`config.mk`:
```
export PLATFORM = sky130hd
export DESIGN_NAME = cad_address_mode_decode
export DESIGN_NICKNAME = d
export VERILOG_FILES = /design/src/rtl/cad_pkg.sv /design/src/rtl/cad_opcode_decode.sv /design/src/rtl/cad_address_mode_decode.sv
export VERILOG_INCLUDE_DIRS = /design/src /design/src/rtl
export SDC_FILE = /design/constraint.sdc
export NUM_CORES = 1
export LEC_CHECK = 0
export BUFFER_PORTS_ARGS = -buffer_cell sky130_fd_sc_hd__buf_2
export CAP_MARGIN = 20
export CORE_MARGIN = 3
export CORE_UTILIZATION = 50
export DETAILED_ROUTE_END_ITERATION = 16
export PLACE_DENSITY_LB_ADDON = 0.1
export SKIP_CTS_REPAIR_TIMING = 1
export SLEW_MARGIN = 10
export SYNTH_ARGS = -nofsm -noshare
export SYNTH_HDL_FRONTEND = slang
export SYNTH_SLANG_ARGS = --single-unit
```
`constraint.sdc`:
```
create_clock -name clock_i -period 8 [get_ports clock_i]
set_input_delay 1.6 -clock clock_i [delete_from_list [all_inputs] [get_ports clock_i]]
set_output_delay 1.6 -clock clock_i [all_outputs]
set_load 0.05 [all_outputs]
```
`src/rtl/cad_defines.svh`:
```
// Opcode values and address constants for the address-mode decoder
`ifndef CAD_DEFINES_SVH
`define CAD_DEFINES_SVH
`define CAD_ZERO_PAGE 8'h00
`define CAD_OPC_STORE_ZERO_ZPG 8'h64
`define CAD_OPC_STORE_ZERO_ZPX 8'h74
`define CAD_OPC_STORE_ZERO_ABS 8'h9C
`define CAD_OPC_STORE_ZERO_ABX 8'h9E
`define CAD_OPC_TEST_RESET_BITS_ZPG 8'h14
`define CAD_OPC_TEST_RESET_BITS_ABS 8'h1C
`define CAD_OPC_TEST_SET_BITS_ZPG 8'h04
`define CAD_OPC_TEST_SET_BITS_ABS 8'h0C
`define CAD_OPC_BRANCH_ALWAYS 8'h80
`define CAD_OPC_PUSH_INDEX_X 8'hDA
`define CAD_OPC_PUSH_INDEX_Y 8'h5A
`define CAD_OPC_PULL_INDEX_X 8'hFA
`define CAD_OPC_PULL_INDEX_Y 8'h7A
`define CAD_OPC_INC_ACC 8'h1A
`define CAD_OPC_DECREMENT_ACC 8'h3A
`define CAD_OPC_JUMP_ABS 8'h4C
`define CAD_OPC_JUMP_IND 8'h6C
`define CAD_OPC_JUMP_INDX 8'h7C
`endif

```
`src/rtl/cad_pkg.sv`:
```
// Types shared by the address-mode decoder
package cad_pkg;
  typedef enum logic [3:0] {
    CAD_M_IMP, CAD_M_ACC, CAD_M_IMM, CAD_M_ZPG, CAD_M_ZPX, CAD_M_ZPY, CAD_M_ABS, CAD_M_ABX,
    CAD_M_ABY, CAD_M_REL, CAD_M_INDX, CAD_M_INDY, CAD_M_ZIND, CAD_M_AIND, CAD_M_AINDX
  } cad_mode_e;
  typedef enum logic [3:0] {
    CAD_OP_OTHER, CAD_OP_STORE_ZERO, CAD_OP_TEST_RESET_BITS, CAD_OP_TEST_SET_BITS,
    CAD_OP_BRANCH_ALWAYS, CAD_OP_PUSH_INDEX_X, CAD_OP_PUSH_INDEX_Y, CAD_OP_PULL_INDEX_X,
    CAD_OP_PULL_INDEX_Y, CAD_OP_INC_ACC, CAD_OP_DECREMENT, CAD_OP_JUMP
  } cad_op_e;
  typedef enum logic [2:0] {CAD_S_IDLE, CAD_S_PTR_LO, CAD_S_PTR_HI, CAD_S_RMW} cad_st_e;
  typedef struct packed {
    cad_st_e st;
    cad_mode_e mode;
    cad_op_e op;
    logic [15:0] ptr;
    logic [7:0] lo;
    logic [15:0] ea;
    logic [7:0] operand;
    logic [15:0] addr;
    logic [7:0] wdata;
    logic busy;
    logic done;
    logic rd;
    logic wr;
    logic taken;
    logic jump;
    logic zero;
  } cad_state_s;
endpackage

```
`src/rtl/cad_opcode_decode.sv`:
```
// Opcode to addressing mode and added-instruction decode
`timescale 1ns/1ps
`include "cad_defines.svh"
module cad_opcode_decode (
  input wire logic [7:0] opcode_i,
  output cad_pkg::cad_mode_e mode_o,
  output cad_pkg::cad_op_e op_o
);
  logic [3:0] row;
  logic [3:0] col;
  logic odd;
  assign row = opcode_i[7:4];
  assign col = opcode_i[3:0];
  assign odd = row[0];

  always_comb begin
    mode_o = cad_pkg::CAD_M_IMP;
    case (col)
      4'h0: begin
        if (odd || row == 4'h8) begin
          mode_o = cad_pkg::CAD_M_REL;
        end else if (row == 4'h2) begin
          mode_o = cad_pkg::CAD_M_ABS;
        end else if (row >= 4'hA) begin
          mode_o = cad_pkg::CAD_M_IMM;
        end
      end
      4'h1: mode_o = odd ? cad_pkg::CAD_M_INDY : cad_pkg::CAD_M_INDX;
      4'h2: begin
        if (odd) begin
          mode_o = cad_pkg::CAD_M_ZIND;
        end else if (row == 4'hA) begin
          mode_o = cad_pkg::CAD_M_IMM;
        end
      end
      // Row 1 holds the zero page bit-reset op, not an indexed form
      4'h4: mode_o = (odd && row != 4'h1) ? cad_pkg::CAD_M_ZPX : cad_pkg::CAD_M_ZPG;
      4'h5: mode_o = odd ? cad_pkg::CAD_M_ZPX : cad_pkg::CAD_M_ZPG;
      4'h6: begin
        if (row == 4'h9 || row == 4'hB) begin
          mode_o = cad_pkg::CAD_M_ZPY;
        end else begin
          mode_o = odd ? cad_pkg::CAD_M_ZPX : cad_pkg::CAD_M_ZPG;
        end
      end
      4'h9: mode_o = odd ? cad_pkg::CAD_M_ABY : cad_pkg::CAD_M_IMM;
      4'hA: mode_o = (row <= 4'h6 && (!odd || row <= 4'h3)) ? cad_pkg::CAD_M_ACC : cad_pkg::CAD_M_IMP;
      4'hC: begin
        if (row == 4'h6) begin
          mode_o = cad_pkg::CAD_M_AIND;
        end else if (row == 4'h7) begin
          mode_o = cad_pkg::CAD_M_AINDX;
        end else if (row == 4'h9) begin
          mode_o = cad_pkg::CAD_M_ABS;
        end else begin
          mode_o = (odd && row != 4'h1) ? cad_pkg::CAD_M_ABX : cad_pkg::CAD_M_ABS;
        end
      end
      4'hD: mode_o = odd ? cad_pkg::CAD_M_ABX : cad_pkg::CAD_M_ABS;
      4'hE: begin
        if (row == 4'hB) begin
          mode_o = cad_pkg::CAD_M_ABY;
        end else begin
          mode_o = odd ? cad_pkg::CAD_M_ABX : cad_pkg::CAD_M_ABS;
        end
      end
      default: mode_o = cad_pkg::CAD_M_IMP;
    endcase
  end

  always_comb begin
    case (opcode_i)
      `CAD_OPC_STORE_ZERO_ZPG, `CAD_OPC_STORE_ZERO_ZPX, `CAD_OPC_STORE_ZERO_ABS, `CAD_OPC_STORE_ZERO_ABX:
        op_o = cad_pkg::CAD_OP_STORE_ZERO;
      `CAD_OPC_TEST_RESET_BITS_ZPG, `CAD_OPC_TEST_RESET_BITS_ABS: op_o = cad_pkg::CAD_OP_TEST_RESET_BITS;
      `CAD_OPC_TEST_SET_BITS_ZPG, `CAD_OPC_TEST_SET_BITS_ABS: op_o = cad_pkg::CAD_OP_TEST_SET_BITS;
      `CAD_OPC_BRANCH_ALWAYS: op_o = cad_pkg::CAD_OP_BRANCH_ALWAYS;
      `CAD_OPC_PUSH_INDEX_X: op_o = cad_pkg::CAD_OP_PUSH_INDEX_X;
      `CAD_OPC_PUSH_INDEX_Y: op_o = cad_pkg::CAD_OP_PUSH_INDEX_Y;
      `CAD_OPC_PULL_INDEX_X: op_o = cad_pkg::CAD_OP_PULL_INDEX_X;
      `CAD_OPC_PULL_INDEX_Y: op_o = cad_pkg::CAD_OP_PULL_INDEX_Y;
      `CAD_OPC_INC_ACC: op_o = cad_pkg::CAD_OP_INC_ACC;
      `CAD_OPC_DECREMENT_ACC: op_o = cad_pkg::CAD_OP_DECREMENT;
      `CAD_OPC_JUMP_ABS, `CAD_OPC_JUMP_IND, `CAD_OPC_JUMP_INDX: op_o = cad_pkg::CAD_OP_JUMP;
      default: op_o = cad_pkg::CAD_OP_OTHER;
    endcase
  end
endmodule

```
`src/rtl/cad_address_mode_decode.sv`:
```
// Effective-address generation with pointer fetches and added-instruction handling
`timescale 1ns/1ps
`include "cad_defines.svh"
module cad_address_mode_decode (
  input wire logic clock_i,
  input wire logic rst_i,
  input wire logic start_i,
  input wire logic [7:0] opcode_i,
  input wire logic [7:0] op_lo_i,
  input wire logic [7:0] op_hi_i,
  input wire logic [7:0] x_i,
  input wire logic [7:0] y_i,
  input wire logic [7:0] acc_i,
  input wire logic [15:0] pc_next_i,
  input wire logic mem_ack_i,
  input wire logic [7:0] mem_rdata_i,
  output logic busy_o,
  output logic done_o,
  output cad_pkg::cad_mode_e mode_o,
  output cad_pkg::cad_op_e op_o,
  output logic [15:0] ea_o,
  output logic [7:0] operand_o,
  output logic mem_rd_o,
  output logic [15:0] mem_addr_o,
  output logic wr_o,
  output logic [7:0] wdata_o,
  output logic taken_o,
  output logic jump_o,
  output logic zero_o
);
  cad_pkg::cad_state_s r;
  cad_pkg::cad_state_s n;
  cad_pkg::cad_mode_e dcd_mode;
  cad_pkg::cad_op_e dcd_op;
  logic [15:0] abs_base;
  logic [15:0] abx_sum;
  logic [15:0] aby_sum;
  logic [7:0] zpx_sum;
  logic [7:0] zpy_sum;
  logic [15:0] rel_sum;
  logic [15:0] ind_sum;
  logic [15:0] ea_v;
  logic [15:0] ptr_v;
  logic fin;
  logic go_rd;
  logic zp_ptr;

  cad_opcode_decode u_opc_dcd (
    .opcode_i(opcode_i),
    .mode_o(dcd_mode),
    .op_o(dcd_op)
  );

  assign abs_base = {op_hi_i, op_lo_i};
  assign abx_sum = abs_base + {8'h00, x_i};
  assign aby_sum = abs_base + {8'h00, y_i};
  assign zpx_sum = op_lo_i + x_i;
  assign zpy_sum = op_lo_i + y_i;
  // Sign-extend the displacement; wraps across the whole 64K space
  assign rel_sum = pc_next_i + {{8{op_lo_i[7]}}, op_lo_i};
  // Y joins the full 16-bit pointer value so its carry lands in the high byte
  assign ind_sum = {mem_rdata_i, r.lo} + {8'h00, y_i};
  assign zp_ptr = (r.mode == cad_pkg::CAD_M_INDX) || (r.mode == cad_pkg::CAD_M_INDY) ||
                  (r.mode == cad_pkg::CAD_M_ZIND);

  always_comb begin
    n = r;
    n.done = 1'b0;
    ea_v = r.ea;
    ptr_v = r.ptr;
    fin = 1'b0;
    go_rd = 1'b0;
    case (r.st)
      cad_pkg::CAD_S_IDLE: begin
        if (start_i) begin
          n.busy = 1'b1;
          n.mode = dcd_mode;
          n.op = dcd_op;
          n.operand = op_lo_i;
          n.wr = 1'b0;
          n.wdata = 8'h00;
          n.taken = 1'b0;
          n.jump = 1'b0;
          n.zero = 1'b0;
          case (dcd_mode)
            cad_pkg::CAD_M_ZPG: begin
              ea_v = {`CAD_ZERO_PAGE, op_lo_i};
              fin = 1'b1;
            end
            cad_pkg::CAD_M_ZPX: begin
              ea_v = {`CAD_ZERO_PAGE, zpx_sum};
              fin = 1'b1;
            end
            cad_pkg::CAD_M_ZPY: begin
              ea_v = {`CAD_ZERO_PAGE, zpy_sum};
              fin = 1'b1;
            end
            cad_pkg::CAD_M_ABS: begin
              ea_v = abs_base;
              fin = 1'b1;
            end
            cad_pkg::CAD_M_ABX: begin
              ea_v = abx_sum;
              fin = 1'b1;
            end
            cad_pkg::CAD_M_ABY: begin
              ea_v = aby_sum;
              fin = 1'b1;
            end
            cad_pkg::CAD_M_REL: begin
              ea_v = rel_sum;
              fin = 1'b1;
            end
            cad_pkg::CAD_M_INDX: begin
              ptr_v = {`CAD_ZERO_PAGE, zpx_sum};
              go_rd = 1'b1;
            end
            cad_pkg::CAD_M_INDY, cad_pkg::CAD_M_ZIND: begin
              ptr_v = {`CAD_ZERO_PAGE, op_lo_i};
              go_rd = 1'b1;
            end
            cad_pkg::CAD_M_AIND: begin
              ptr_v = abs_base;
              go_rd = 1'b1;
            end
            cad_pkg::CAD_M_AINDX: begin
              ptr_v = abx_sum;
              go_rd = 1'b1;
            end
            default: begin
              // Implied, accumulator and immediate need no operand access
              ea_v = 16'h0000;
              fin = 1'b1;
            end
          endcase
        end
      end
      cad_pkg::CAD_S_PTR_LO: begin
        if (mem_ack_i) begin
          n.lo = mem_rdata_i;
          n.st = cad_pkg::CAD_S_PTR_HI;
          // Page-zero pointers wrap inside page zero; 16-bit pointers carry into the page
          if (zp_ptr) begin
            n.addr = {`CAD_ZERO_PAGE, 8'(r.ptr[7:0] + 8'h01)};
          end else begin
            n.addr = r.ptr + 16'h0001;
          end
        end
      end
      cad_pkg::CAD_S_PTR_HI: begin
        if (mem_ack_i) begin
          ea_v = (r.mode == cad_pkg::CAD_M_INDY) ? ind_sum : {mem_rdata_i, r.lo};
          fin = 1'b1;
        end
      end
      cad_pkg::CAD_S_RMW: begin
        if (mem_ack_i) begin
          n.rd = 1'b0;
          n.st = cad_pkg::CAD_S_IDLE;
          n.busy = 1'b0;
          n.done = 1'b1;
          n.wr = 1'b1;
          n.zero = (mem_rdata_i & acc_i) == 8'h00;
          if (r.op == cad_pkg::CAD_OP_TEST_SET_BITS) begin
            n.wdata = mem_rdata_i | acc_i;
          end else begin
            n.wdata = mem_rdata_i & ~acc_i;
          end
        end
      end
      default: n.st = cad_pkg::CAD_S_IDLE;
    endcase
    if (go_rd) begin
      n.ptr = ptr_v;
      n.addr = ptr_v;
      n.rd = 1'b1;
      n.st = cad_pkg::CAD_S_PTR_LO;
    end
    if (fin) begin
      n.ea = ea_v;
      n.jump = (n.op == cad_pkg::CAD_OP_JUMP);
      n.taken = (n.op == cad_pkg::CAD_OP_BRANCH_ALWAYS);
      // Bit test ops must read the target before they may write it
      if (n.op == cad_pkg::CAD_OP_TEST_SET_BITS || n.op == cad_pkg::CAD_OP_TEST_RESET_BITS) begin
        n.addr = ea_v;
        n.rd = 1'b1;
        n.st = cad_pkg::CAD_S_RMW;
      end else begin
        n.rd = 1'b0;
        n.st = cad_pkg::CAD_S_IDLE;
        n.busy = 1'b0;
        n.done = 1'b1;
        n.wr = (n.op == cad_pkg::CAD_OP_STORE_ZERO);
        n.wdata = 8'h00;
      end
    end
  end

  always_ff @(posedge clock_i) begin
    if (rst_i) begin
      r <= cad_pkg::cad_state_s'('0);
    end else begin
      r <= n;
    end
  end

  assign busy_o = r.busy;
  assign done_o = r.done;
  assign mode_o = r.mode;
  assign op_o = r.op;
  assign ea_o = r.ea;
  assign operand_o = r.operand;
  assign mem_rd_o = r.rd;
  assign mem_addr_o = r.addr;
  assign wr_o = r.wr;
  assign wdata_o = r.wdata;
  assign taken_o = r.taken;
  assign jump_o = r.jump;
  assign zero_o = r.zero;
endmodule

```
==> flow_summary_export.csv, run 1 <==
group,metric,value,unit
logic_synthesis,synth-edff-count,0,
logic_synthesis,synthTopCellsByArea,"dfxtp_1, ha_1, nor2_1, buf_4, a21oi_1",
logic_synthesis,yosysWarnings,0,
clocking,clk_path_buf_depth,2,
worst_setup_path,cp_common_cell,"nor4_2",
place,gp_congestion,0.974,
worst_setup_path,worstPathMaxFanout,23,
logic_synthesis,synth_fp_nets,1213,
floorplan,rows,46,
clocking,cts_max_level,3,
logic_synthesis,muxShareOfSynthArea,1.61,%
sta,maxSlewViolCount,0,
run_status,outcome,"finished, final reports clean",
worst_setup_path,crit_type,"input pin to register",
sta,period_minus_slack,5290,ps
power,ir_worst_vdd,137,µV
power,power.total,1.52,mW
cells_and_area,fill_cells,1604,
logic_synthesis,synth.most_common_cell,"nor2_1",
logic_synthesis,netlist_instances,1087,
logic_synthesis,synthTopCellsByCount,"nor2_1, nand2_1, a21oi_1, dfxtp_1, buf_4",
clocking,cts_tree,"built",
global_routing,track_usage,29.5,%
worst_setup_path,reg2reg_depth,8,
sta,hold_viol_final,0,
cells_and_area,seqCellArea,1780,µm²
place,portBuffers,138,
logic_synthesis,synth-seq-area-share,21.9,%
cells_and_area,drive_above_1_share,17.1,%
logic_synthesis,synth-xor-area-share,6.45,%
clocking,path_clk_slew,70,ps
global_routing,grt_overflow,0,
run,maxCapViolations,0,
global_routing,antenna_found_initial,0,
floorplan,io_pins,139,
logic_synthesis,synth_top_family_by_area,"compound AO/OA/AOI/OAI gates",
sta,fin_skew,6.98,ps
logic_synthesis,synth.largest_area_cell,"dfxtp_1",
drt,vias,8364,
clocking,clk_latency,350,ps
worst_setup_path,max_stage_delay,760,ps
logic_synthesis,synth_compound_area_share,29.1,%
min_path,hold_path.class,"register to register",
sta,tns,0,ps
drt,routed_wl,27000,µm
logic_synthesis,synth_area,8150,µm²
worst_setup_path,crit_family,"compound AO/OA/AOI/OAI gates",
floorplan,dieWidth,134,µm
cells_and_area,area_growth,8.17,%
worst_setup_path,reg2reg_slack,4510,ps
floorplan,start_util,51.1,%
worst_setup_path,r2r_end,"mem_addr_o[13]",
drt,drt_iter0_markers,789,
floorplan,die_area,17900,µm²
place,dp_hpwl,20900,µm
drt,vias_per_cell,6.19,
cells_and_area,n_antenna_cell,0,
cells_and_area,multiInputGateArea,5590,µm²
logic_synthesis,synth_adder_area_share,8.05,%
cells_and_area,nets,1257,
sta,tightestPinTransition,988,ps
worst_setup_path,crit_end,"mem_addr_o[1]",
sta,report.final.setup_viol,0,
power,p_leak,3.57,nW
worst_setup_path,cp-end-kind,"register",
clocking,root_buffer,"clkbuf_16",
worst_setup_path,cp_slowest_cell,"a221oi_1",
floorplan,fp.coreArea,15900,µm²
drt,antenna_left,0,
logic_synthesis,async_flop_share,0,%
clocking,cts_sinks,89,
global_routing,grt_pass1_vias,7620,
logic_synthesis,synthFlopType,"dfxtp_1",
sta,slew_headroom,34.0,%
drt,wl_per_cell,20.0,µm
logic_synthesis,netlist-cell-type-count,95,
floorplan,die_h,134,µm
logic_synthesis,synth_area_per_cell,7.50,µm²
sta,period_share,66.1,%
drt,drt-pass1-iter-count,5,
sta,holdWs,456,ps
logic_synthesis,yosysTopAreaCellShare,21.9,%
logic_synthesis,ys_ff_latch,89,
logic_synthesis,yosys.area_share.simple,23.3,%
power,powerDensity,173,nW/µm²
sta,rsz0062_at_grt,"false",
clocking,cts_buffers,9,
worst_setup_path,start_kind,"input pin",
min_path,min_from,"jump_o",
worst_setup_path,startpoint,"opcode_i[0]",
worst_setup_path,worst-path-buf-inv,2,
sta,clock.fmax,189,MHz
global_routing,grt_max_degree,63,
drt,drc_errors,0,
worst_setup_path,crit_cells,12,
worst_setup_path,cp_data_required_time,8230,ps
worst_setup_path,r2r_start,"r[87]",
worst_setup_path,crit_chain,"buf_2 -> nor4_2 -> o21a_1 -> nor4_2 -> buf_4 -> nor2_1 -> o21ai_2 -> nand3_2 -> nand2_1 -> a221oi_1 -> a311o_1 -> o21ai_1",
worst_setup_path,worstPathArrival,5510,ps
global_routing,grt_pass1_wl,42200,µm
-- registers in the layout, summed over array words and instances (netlist names), 4 cells and up --
| name | cells |
|---|---|
| r | 26 |
| op_o | 4 |
| operand_o | 8 |
| mode_o | 4 |
| wdata_o | 8 |
| ea_o | 16 |
| mem_addr_o | 16 |
-- layout make-up --
class / instances / share of cell area, %
multi-input combinational: 861 / 63.4
clock buffer: 10 / 2.60
inverter: 24 / 1.02
sequential: 89 / 20.2
timing repair buffer: 146 / 8.52
tap: 216 / 3.07
clock inverter: 6 / 1.14
-- stage by stage --
| stage | utilization (%) | std cells | instance area (µm²) | setup WS (ps) |
|---|---|---|---|---|
| 3_5_place_dp | 53.2 | 1336 | 8490 | 2510 |
| 5_1_grt | 55.3 | 1352 | 8810 | 2470 |
| 2_1_floorplan | - | 1087 | 8150 | 3620 |
| 6_report | 55.3 | 1352 | 8810 | 2710 |
| 4_1_cts | 55.3 | 1352 | 8810 | 2860 |
| 3_3_place_gp | 53.2 | 1336 | 8490 | 2530 |
-- layer usage --
layer | share of wire, % | track usage, %
met5 | 0 | 0
met4 | 4.0 | 10.7
met3 | 7.7 | 5.06
met2 | 43 | 45.2
met1 | 45 | 41.8
-- cell usage in the layout (no fill, tap or decap), types with 11 or more instances in the layout --
cell	instances
a211oi_1	29
a21o_1	16
a21oi_1	89
a22oi_1	13
a31oi_1	18
and2_1	11
and3_1	11
buf_2	138
dfxtp_1	89
ha_1	46
inv_1	23
mux2i_1	12
nand2_1	112
nand3_1	23
nor2_1	128
nor3_1	29
o21ai_0	53
o21ai_1	12
xnor2_1	37
xor2_1	23
-- worst reg2reg max path, cell delays in order (launching register included) --
cell	delay (ps)
dfxtp_1	450
inv_1	100
ha_1	300
nand2_1	650
o21ai_0	330
or3b_1	550
nor2_4	440
nand2_1	310
o22ai_1	270
-- cells by family (layout without fill, tap and decap cells) --
logic type	Yosys count	in the layout
mux	13	13
buf+inv	137	186
simple gates	394	394
compound gates	344	344
fa+ha+maj	50	50
xor+xnor	60	60
flops	89	89
-- power by group --
group | internal (mW) | switching (mW)
Combinational | 0.172 | 0.379
Sequential | 0.470 | 0.0254
Clock | 0.280 | 0.196
Total | 0.922 | 0.601
-- worst min path at each step --
stage | endpoint | cells after the start
6_report | jump_o | 2
5_1_grt | operand_o[3] | 2
4_1_cts | jump_o | 2
3_5_place_dp | operand_o[1] | 2
3_3_place_gp | operand_o[7] | 2
2_1_floorplan | operand_o[0] | 2
Note: power is estimated with default switching activity, not from simulation.
==> run 2: changes to the inputs <==
Clock period 8 ns to 4.85 ns, I/O delays scaled along.
==> run 2 against run 1 <==
Global-route usage down 0.41 points; clock power is 54% higher; clock skew is 3.4 ps higher; largest power group unchanged.
==> flow_summary_export.csv, run 2 (synthesis results as in run 1) <==
group,metric,value,unit
sta,hold_viol_final,0,
place,portBuffers,138,
cells_and_area,largest_register_ffs,26,
worst_setup_path,crit_chain,"buf_2 -> ha_1 -> fa_1 -> a211oi_1 -> o21a_1 -> nor3_1 -> a2111oi_0 -> o21bai_1 -> a21o_1 -> a31oi_1 -> xnor2_1 -> a311oi_1 -> o32ai_1",
global_routing,grt_overflow,0,
place,place_area,8550,µm²
power,powerDensity,278,nW/µm²
min_path,hold_path.class,"register to register",
cells_and_area,regMostFlops,"r",
worst_setup_path,cp_slowest_cell,"a2111oi_0",
sta,slew_headroom,35.6,%
floorplan,die_h,134,µm
cells_and_area,fin_area,8860,µm²
cells_and_area,mostFrequentLayoutCells,"buf_2, nor2_1, nand2_1",
worst_setup_path,worstPathArrival,4250,ps
cells_and_area,n_antenna_cell,0,
drt,drc_errors,0,
sta,maxSlewViolCount,0,
worst_setup_path,crit_cells,13,
clocking,path_clk_slew,70,ps
clocking,clk_latency,340,ps
sta,rsz0062_at_grt,"false",
cells_and_area,stdcell_count,1361,
cells_and_area,final_common_cell,"buf_2",
clocking,cts_sinks,89,
clocking,cts_buffers,9,
run_status,outcome,"finished, final reports clean",
worst_setup_path,startpoint,"op_lo_i[0]",
clocking,root_buffer,"clkbuf_16",
worst_setup_path,r2r_start,"r[87]",
run,maxCapViolations,0,
worst_setup_path,r2r_end,"mem_addr_o[0]",
drt,routed_wl,26900,µm
floorplan,start_util,51.1,%
drt,wl_per_cell,19.8,µm
worst_setup_path,cp-end-kind,"register",
floorplan,io_pins,139,
worst_setup_path,worstPathMaxFanout,6,
cells_and_area,multiInputGateArea,5590,µm²
place,gp_congestion,0.945,
clocking,cts_max_level,3,
power,ir_worst_vdd,202,µV
worst_setup_path,crit_family,"compound AO/OA/AOI/OAI gates",
worst_setup_path,reg2reg_depth,8,
global_routing,antenna_found_initial,1,
floorplan,dieWidth,134,µm
global_routing,grt_max_degree,62,
sta,period_minus_slack,4050,ps
drt,drt-pass1-iter-count,6,
cells_and_area,seqCellArea,1780,µm²
worst_setup_path,crit_type,"input pin to register",
drt,drt_iter0_markers,1042,
drt,vias_per_cell,6.20,
sta,report.final.setup_viol,0,
cells_and_area,fill_cells,1610,
clocking,clk_path_buf_depth,2,
cells_and_area,drive_above_1_share,17.7,%
global_routing,grt_pass1_wl,41800,µm
worst_setup_path,worst-path-buf-inv,1,
drt,vias,8433,
worst_setup_path,start_kind,"input pin",
cells_and_area,area_growth,8.69,%
place,dp_cells,1345,
drt,antenna_left,0,
sta,period_share,83.6,%
worst_setup_path,max_stage_delay,670,ps
global_routing,grt_pass1_vias,7610,
floorplan,rows,46,
floorplan,fp.coreArea,15900,µm²
sta,tns,0,ps
floorplan,die_area,17900,µm²
sta,tightestPinTransition,964,ps
global_routing,track_usage,29.1,%
cells_and_area,nets,1266,
worst_setup_path,cp_data_required_time,5050,ps
clocking,cts_tree,"built",
worst_setup_path,crit_end,"mem_addr_o[14]",
worst_setup_path,reg2reg_slack,1460,ps
power,p_leak,3.61,nW
sta,fin_skew,10.4,ps
place,dp_hpwl,20900,µm
sta,clock.fmax,247,MHz
-- run 2: cell types whose count changed in the layout (fill, tap and decap cells not counted), sizes merged --
cell	change
bufinv	-1
buf	+9
clkbuf	+1
-- run 2: stage by stage --
step                utilization, %  worst slack (ps)  hold slack (ps)  power (mW)
floorplan                        -              1100              437        1.51
global placement              53.6               532              442        1.73
detailed placement            53.6               461              447        1.73
CTS                           55.6               815              457        2.46
global route                  55.6               469              485        2.57
finish                        55.6               797              456        2.46
-- run 2: final cells by class --
type / count / area share (%)
repair buffers: 155 / 9.24
clock buffers: 11 / 2.74
multi-input cells: 861 / 63.1
clock inverters: 5 / 0.692
inverters: 24 / 1.02
flip-flops and latches: 89 / 20.1
well taps: 216 / 3.05
-- run 2: worst min-delay path by stage --
stage | start | endpoint | slack, ps | depth (start not counted)
finish | operand_o[6] | operand_o[6] | 460 | 2
global placement | jump_o | jump_o | 440 | 2
floorplan | operand_o[0] | operand_o[0] | 440 | 2
CTS | operand_o[2] | operand_o[2] | 460 | 2
detailed placement | operand_o[2] | operand_o[2] | 450 | 2
global route | operand_o[1] | operand_o[1] | 490 | 2
-- run 2: layer usage --
metal,up-vias,share of wire (%),global-route usage (%)
met5,-,0.048,0
met4,2,2.3,7.03
met3,57,7.7,4.31
met2,371,46,46.9
met1,3964,44,41.1
li1,4039,-,-
-- run 2: worst min-delay path, cell delays in order, from the launching register on --
cell     delay, ps
dfxtp_1        310
nand2_1         50
a21oi_1         50
-- run 2: power breakdown --
group | leakage [nW] | switching, mW | total (mW) | internal, mW
Clock | 0.151 | 0.314 | 0.732 | 0.418
Combinational | 2.73 | 0.623 | 0.915 | 0.292
Sequential | 0.722 | 0.0409 | 0.817 | 0.776
==> run 3: changes to the inputs <==
Settings changed: ABC_AREA set to 1.
Clock period 4.85 ns to 4.3 ns, I/O delays scaled along.
==> run 3 against run 2 <==
Setup slack improved by 390 ps; synthesized cell count rose by 41%; cell count rose by 34%; clock power rose by 5.6%; routed wire length rose by 15%; die area rose by 9.2%; first-iteration DRC count fell by 8.8%; sequential power rose by 12%; count of clock-buffer cells in the layout fell by 1; via count rose by 19%; critical path type unchanged; highest routed layer is now met4.
==> flow_summary_export.csv, run 3 <==
group,metric,value,unit
run_status,outcome,"finished, final reports clean",
floorplan,rows,48,
worst_setup_path,worstPathArrival,3400,ps
sta,period_minus_slack,3110,ps
logic_synthesis,synth_area,8930,µm²
floorplan,dieWidth,140,µm
logic_synthesis,synth_compound_area_share,16.3,%
cells_and_area,fill_cells,1899,
global_routing,grt_pass1_vias,9395,
sta,slew_headroom,44.9,%
worst_setup_path,crit_type,"input pin to register",
drt,wl_per_cell,16.9,µm
sta,report.final.setup_viol,0,
floorplan,io_pins,139,
worst_setup_path,max_stage_delay,490,ps
run,maxCapViolations,0,
clocking,path_clk_slew,70,ps
clocking,root_buffer,"clkbuf_16",
worst_setup_path,start_kind,"input pin",
cells_and_area,regMostFlops,"r",
sta,hold_viol_final,0,
drt,drt-pass1-iter-count,6,
logic_synthesis,synth.largest_area_cell,"nand2_1",
logic_synthesis,synth_adder_area_share,7.34,%
clocking,cts_max_level,3,
cells_and_area,largest_register_ffs,26,
clocking,cts_sinks,89,
floorplan,start_util,51.3,%
logic_synthesis,ys_ff_latch,89,
cells_and_area,nets,1719,
clocking,clk_latency,350,ps
worst_setup_path,crit_chain,"buf_2 -> nor2_1 -> nand2_1 -> a21oi_4 -> nor2_2 -> nand3_4 -> nand2_2 -> nor2_2 -> nand2_1 -> nand2_1 -> nor2_1 -> nand2_1 -> nand2_1 -> nand2_1 -> nand2_1 -> a21oi_1",
place,portBuffers,138,
sta,maxSlewViolCount,0,
drt,vias,10066,
sta,tightestPinTransition,825,ps
floorplan,die_area,19500,µm²
worst_setup_path,cp_common_cell,"nand2_1",
worst_setup_path,worst-path-buf-inv,1,
logic_synthesis,synth_area_per_cell,5.84,µm²
logic_synthesis,synth_fp_nets,1656,
cells_and_area,final_common_cell,"nand2_1",
power,powerDensity,279,nW/µm²
logic_synthesis,synth-seq-area-share,19.9,%
clocking,cts_tree,"built",
logic_synthesis,muxShareOfSynthArea,0,%
clocking,cts_buffers,9,
worst_setup_path,cp-end-kind,"register",
sta,tns,0,ps
logic_synthesis,yosysTopAreaCellShare,20.5,%
global_routing,track_usage,31.1,%
place,dp_hpwl,24300,µm
global_routing,grt_pass1_wl,49600,µm
logic_synthesis,synth-edff-count,0,
drt,drc_errors,0,
logic_synthesis,synthTopCellsByCount,"nand2_1, inv_1, nor2_1, nand3_1, a21oi_1",
sta,fin_skew,9.70,ps
worst_setup_path,crit_family,"simple AND/OR/NAND/NOR gates",
min_path,hold_path.class,"register to register",
global_routing,grt_overflow,0,
floorplan,fp.coreArea,17400,µm²
drt,drt_iter0_markers,950,
sta,clock.fmax,321,MHz
place,place_area,9380,µm²
cells_and_area,drive_above_1_share,13.1,%
sta,period_share,72.4,%
logic_synthesis,netlist-cell-type-count,47,
global_routing,antenna_found_initial,1,
logic_synthesis,netlist_instances,1530,
power,p_leak,4.94,nW
cells_and_area,stdcell_count,1823,
power,ir_worst_vdd,182,µV
sta,rsz0062_at_grt,"false",
logic_synthesis,async_flop_share,0,%
floorplan,die_h,140,µm
place,dp_cells,1807,
cells_and_area,area_growth,8.17,%
worst_setup_path,worstPathMaxFanout,15,
drt,vias_per_cell,5.52,
logic_synthesis,yosys.area_share.simple,40.0,%
cells_and_area,mostFrequentLayoutCells,"nand2_1, inv_1, buf_2",
clocking,clk_path_buf_depth,2,
drt,routed_wl,30900,µm
logic_synthesis,synth_top_family_by_area,"simple AND/OR/NAND/NOR gates",
global_routing,grt_max_degree,47,
logic_synthesis,yosysWarnings,0,
worst_setup_path,cp_data_required_time,4580,ps
worst_setup_path,cp_slowest_cell,"nor2_2",
logic_synthesis,synthFlopType,"dfxtp_1",
place,gp_congestion,0.995,
logic_synthesis,synthTopCellsByArea,"nand2_1, dfxtp_1, nand3_1, ha_1, inv_1",
logic_synthesis,synth.most_common_cell,"nand2_1",
logic_synthesis,synth-xor-area-share,2.75,%
drt,antenna_left,0,
cells_and_area,fin_area,9660,µm²
## run 3: cell types whose count changed after synthesis, sizes merged, moves of 13 or more
cell	delta
a21o	-14
nand3	+107
nand2	+378
xnor2	-28
o21ai	+28
o211ai	+19
inv	+140
a21oi	+17
a31oi	-14
nor3	-17
nand4	+21
nor2	+20
a22oi	-13
a211oi	-31
## run 3: final cells by class
class	count	area [µm²]	share of cell area (%)
sequential	89	1780	18.4
clock buffer	10	239	2.47
clock inverter	5	38.8	0.401
inverter	168	632	6.54
timing repair buffer	147	758	7.85
tap	225	282	2.91
antenna	1	2.50	0.0259
multi-input combinational	1178	5930	61.4
## run 3: kinds of logic (layout without fill, tap and decap cells)
family          after synthesis  in the layout
simple gates                841            841
compound gates              259            259
other cells                   0              1
buf+inv                     263            330
xor+xnor                     28             28
fa+ha+maj                    50             50
flops                        89             89
## run 3: power breakdown
group          leakage [nW]  internal [mW]  total, mW  switching, mW
registers             0.723          0.873      0.917         0.0448
logic                  4.08          0.289       1.01          0.716
clock network         0.135          0.410      0.773          0.364
## run 3: path summary, 6_finish.rpt
check / from / to / cells past startpoint / slack, ps
setup / recovery: opcode_i[0] / mem_addr_o[0] / 16 / 1190
hold / removal: taken_o / taken_o / 2 / 470
setup reg to reg: r[87] / mem_addr_o[5] / 12 / 1490
hold reg to reg: taken_o / taken_o / 2 / 470
## run 3: routing by layer
metal	share of wire, %	GRT usage [%]
met5	0	0
met4	2.5	9.43
met3	7.3	4.47
met2	44	48.0
met1	46	45.1
## run 3: metrics by stage
step / utilization, % / hold slack, ps / power, mW / worst slack, ps
3_3_place_gp: 53.9 / 452 / 1.92 / 937
4_1_cts: 55.5 / 468 / 2.68 / 1270
5_1_grt: 55.5 / 507 / 2.85 / 908
6_report: 55.5 / 466 / 2.70 / 1190
2_1_floorplan: - / 444 / 1.67 / 1610
3_5_place_dp: 53.9 / 457 / 1.92 / 916
## run 3: worst reg2reg max path: cells and delay by family (launching register included)
family                   cells  cell delay (ps)
buffers and inverters        4              670
flip-flops                   1              430
AO/OA/AOI/OAI                1              320
AND/OR/NAND/NOR              6             1050
adder cells (fa/ha/maj)      1              260
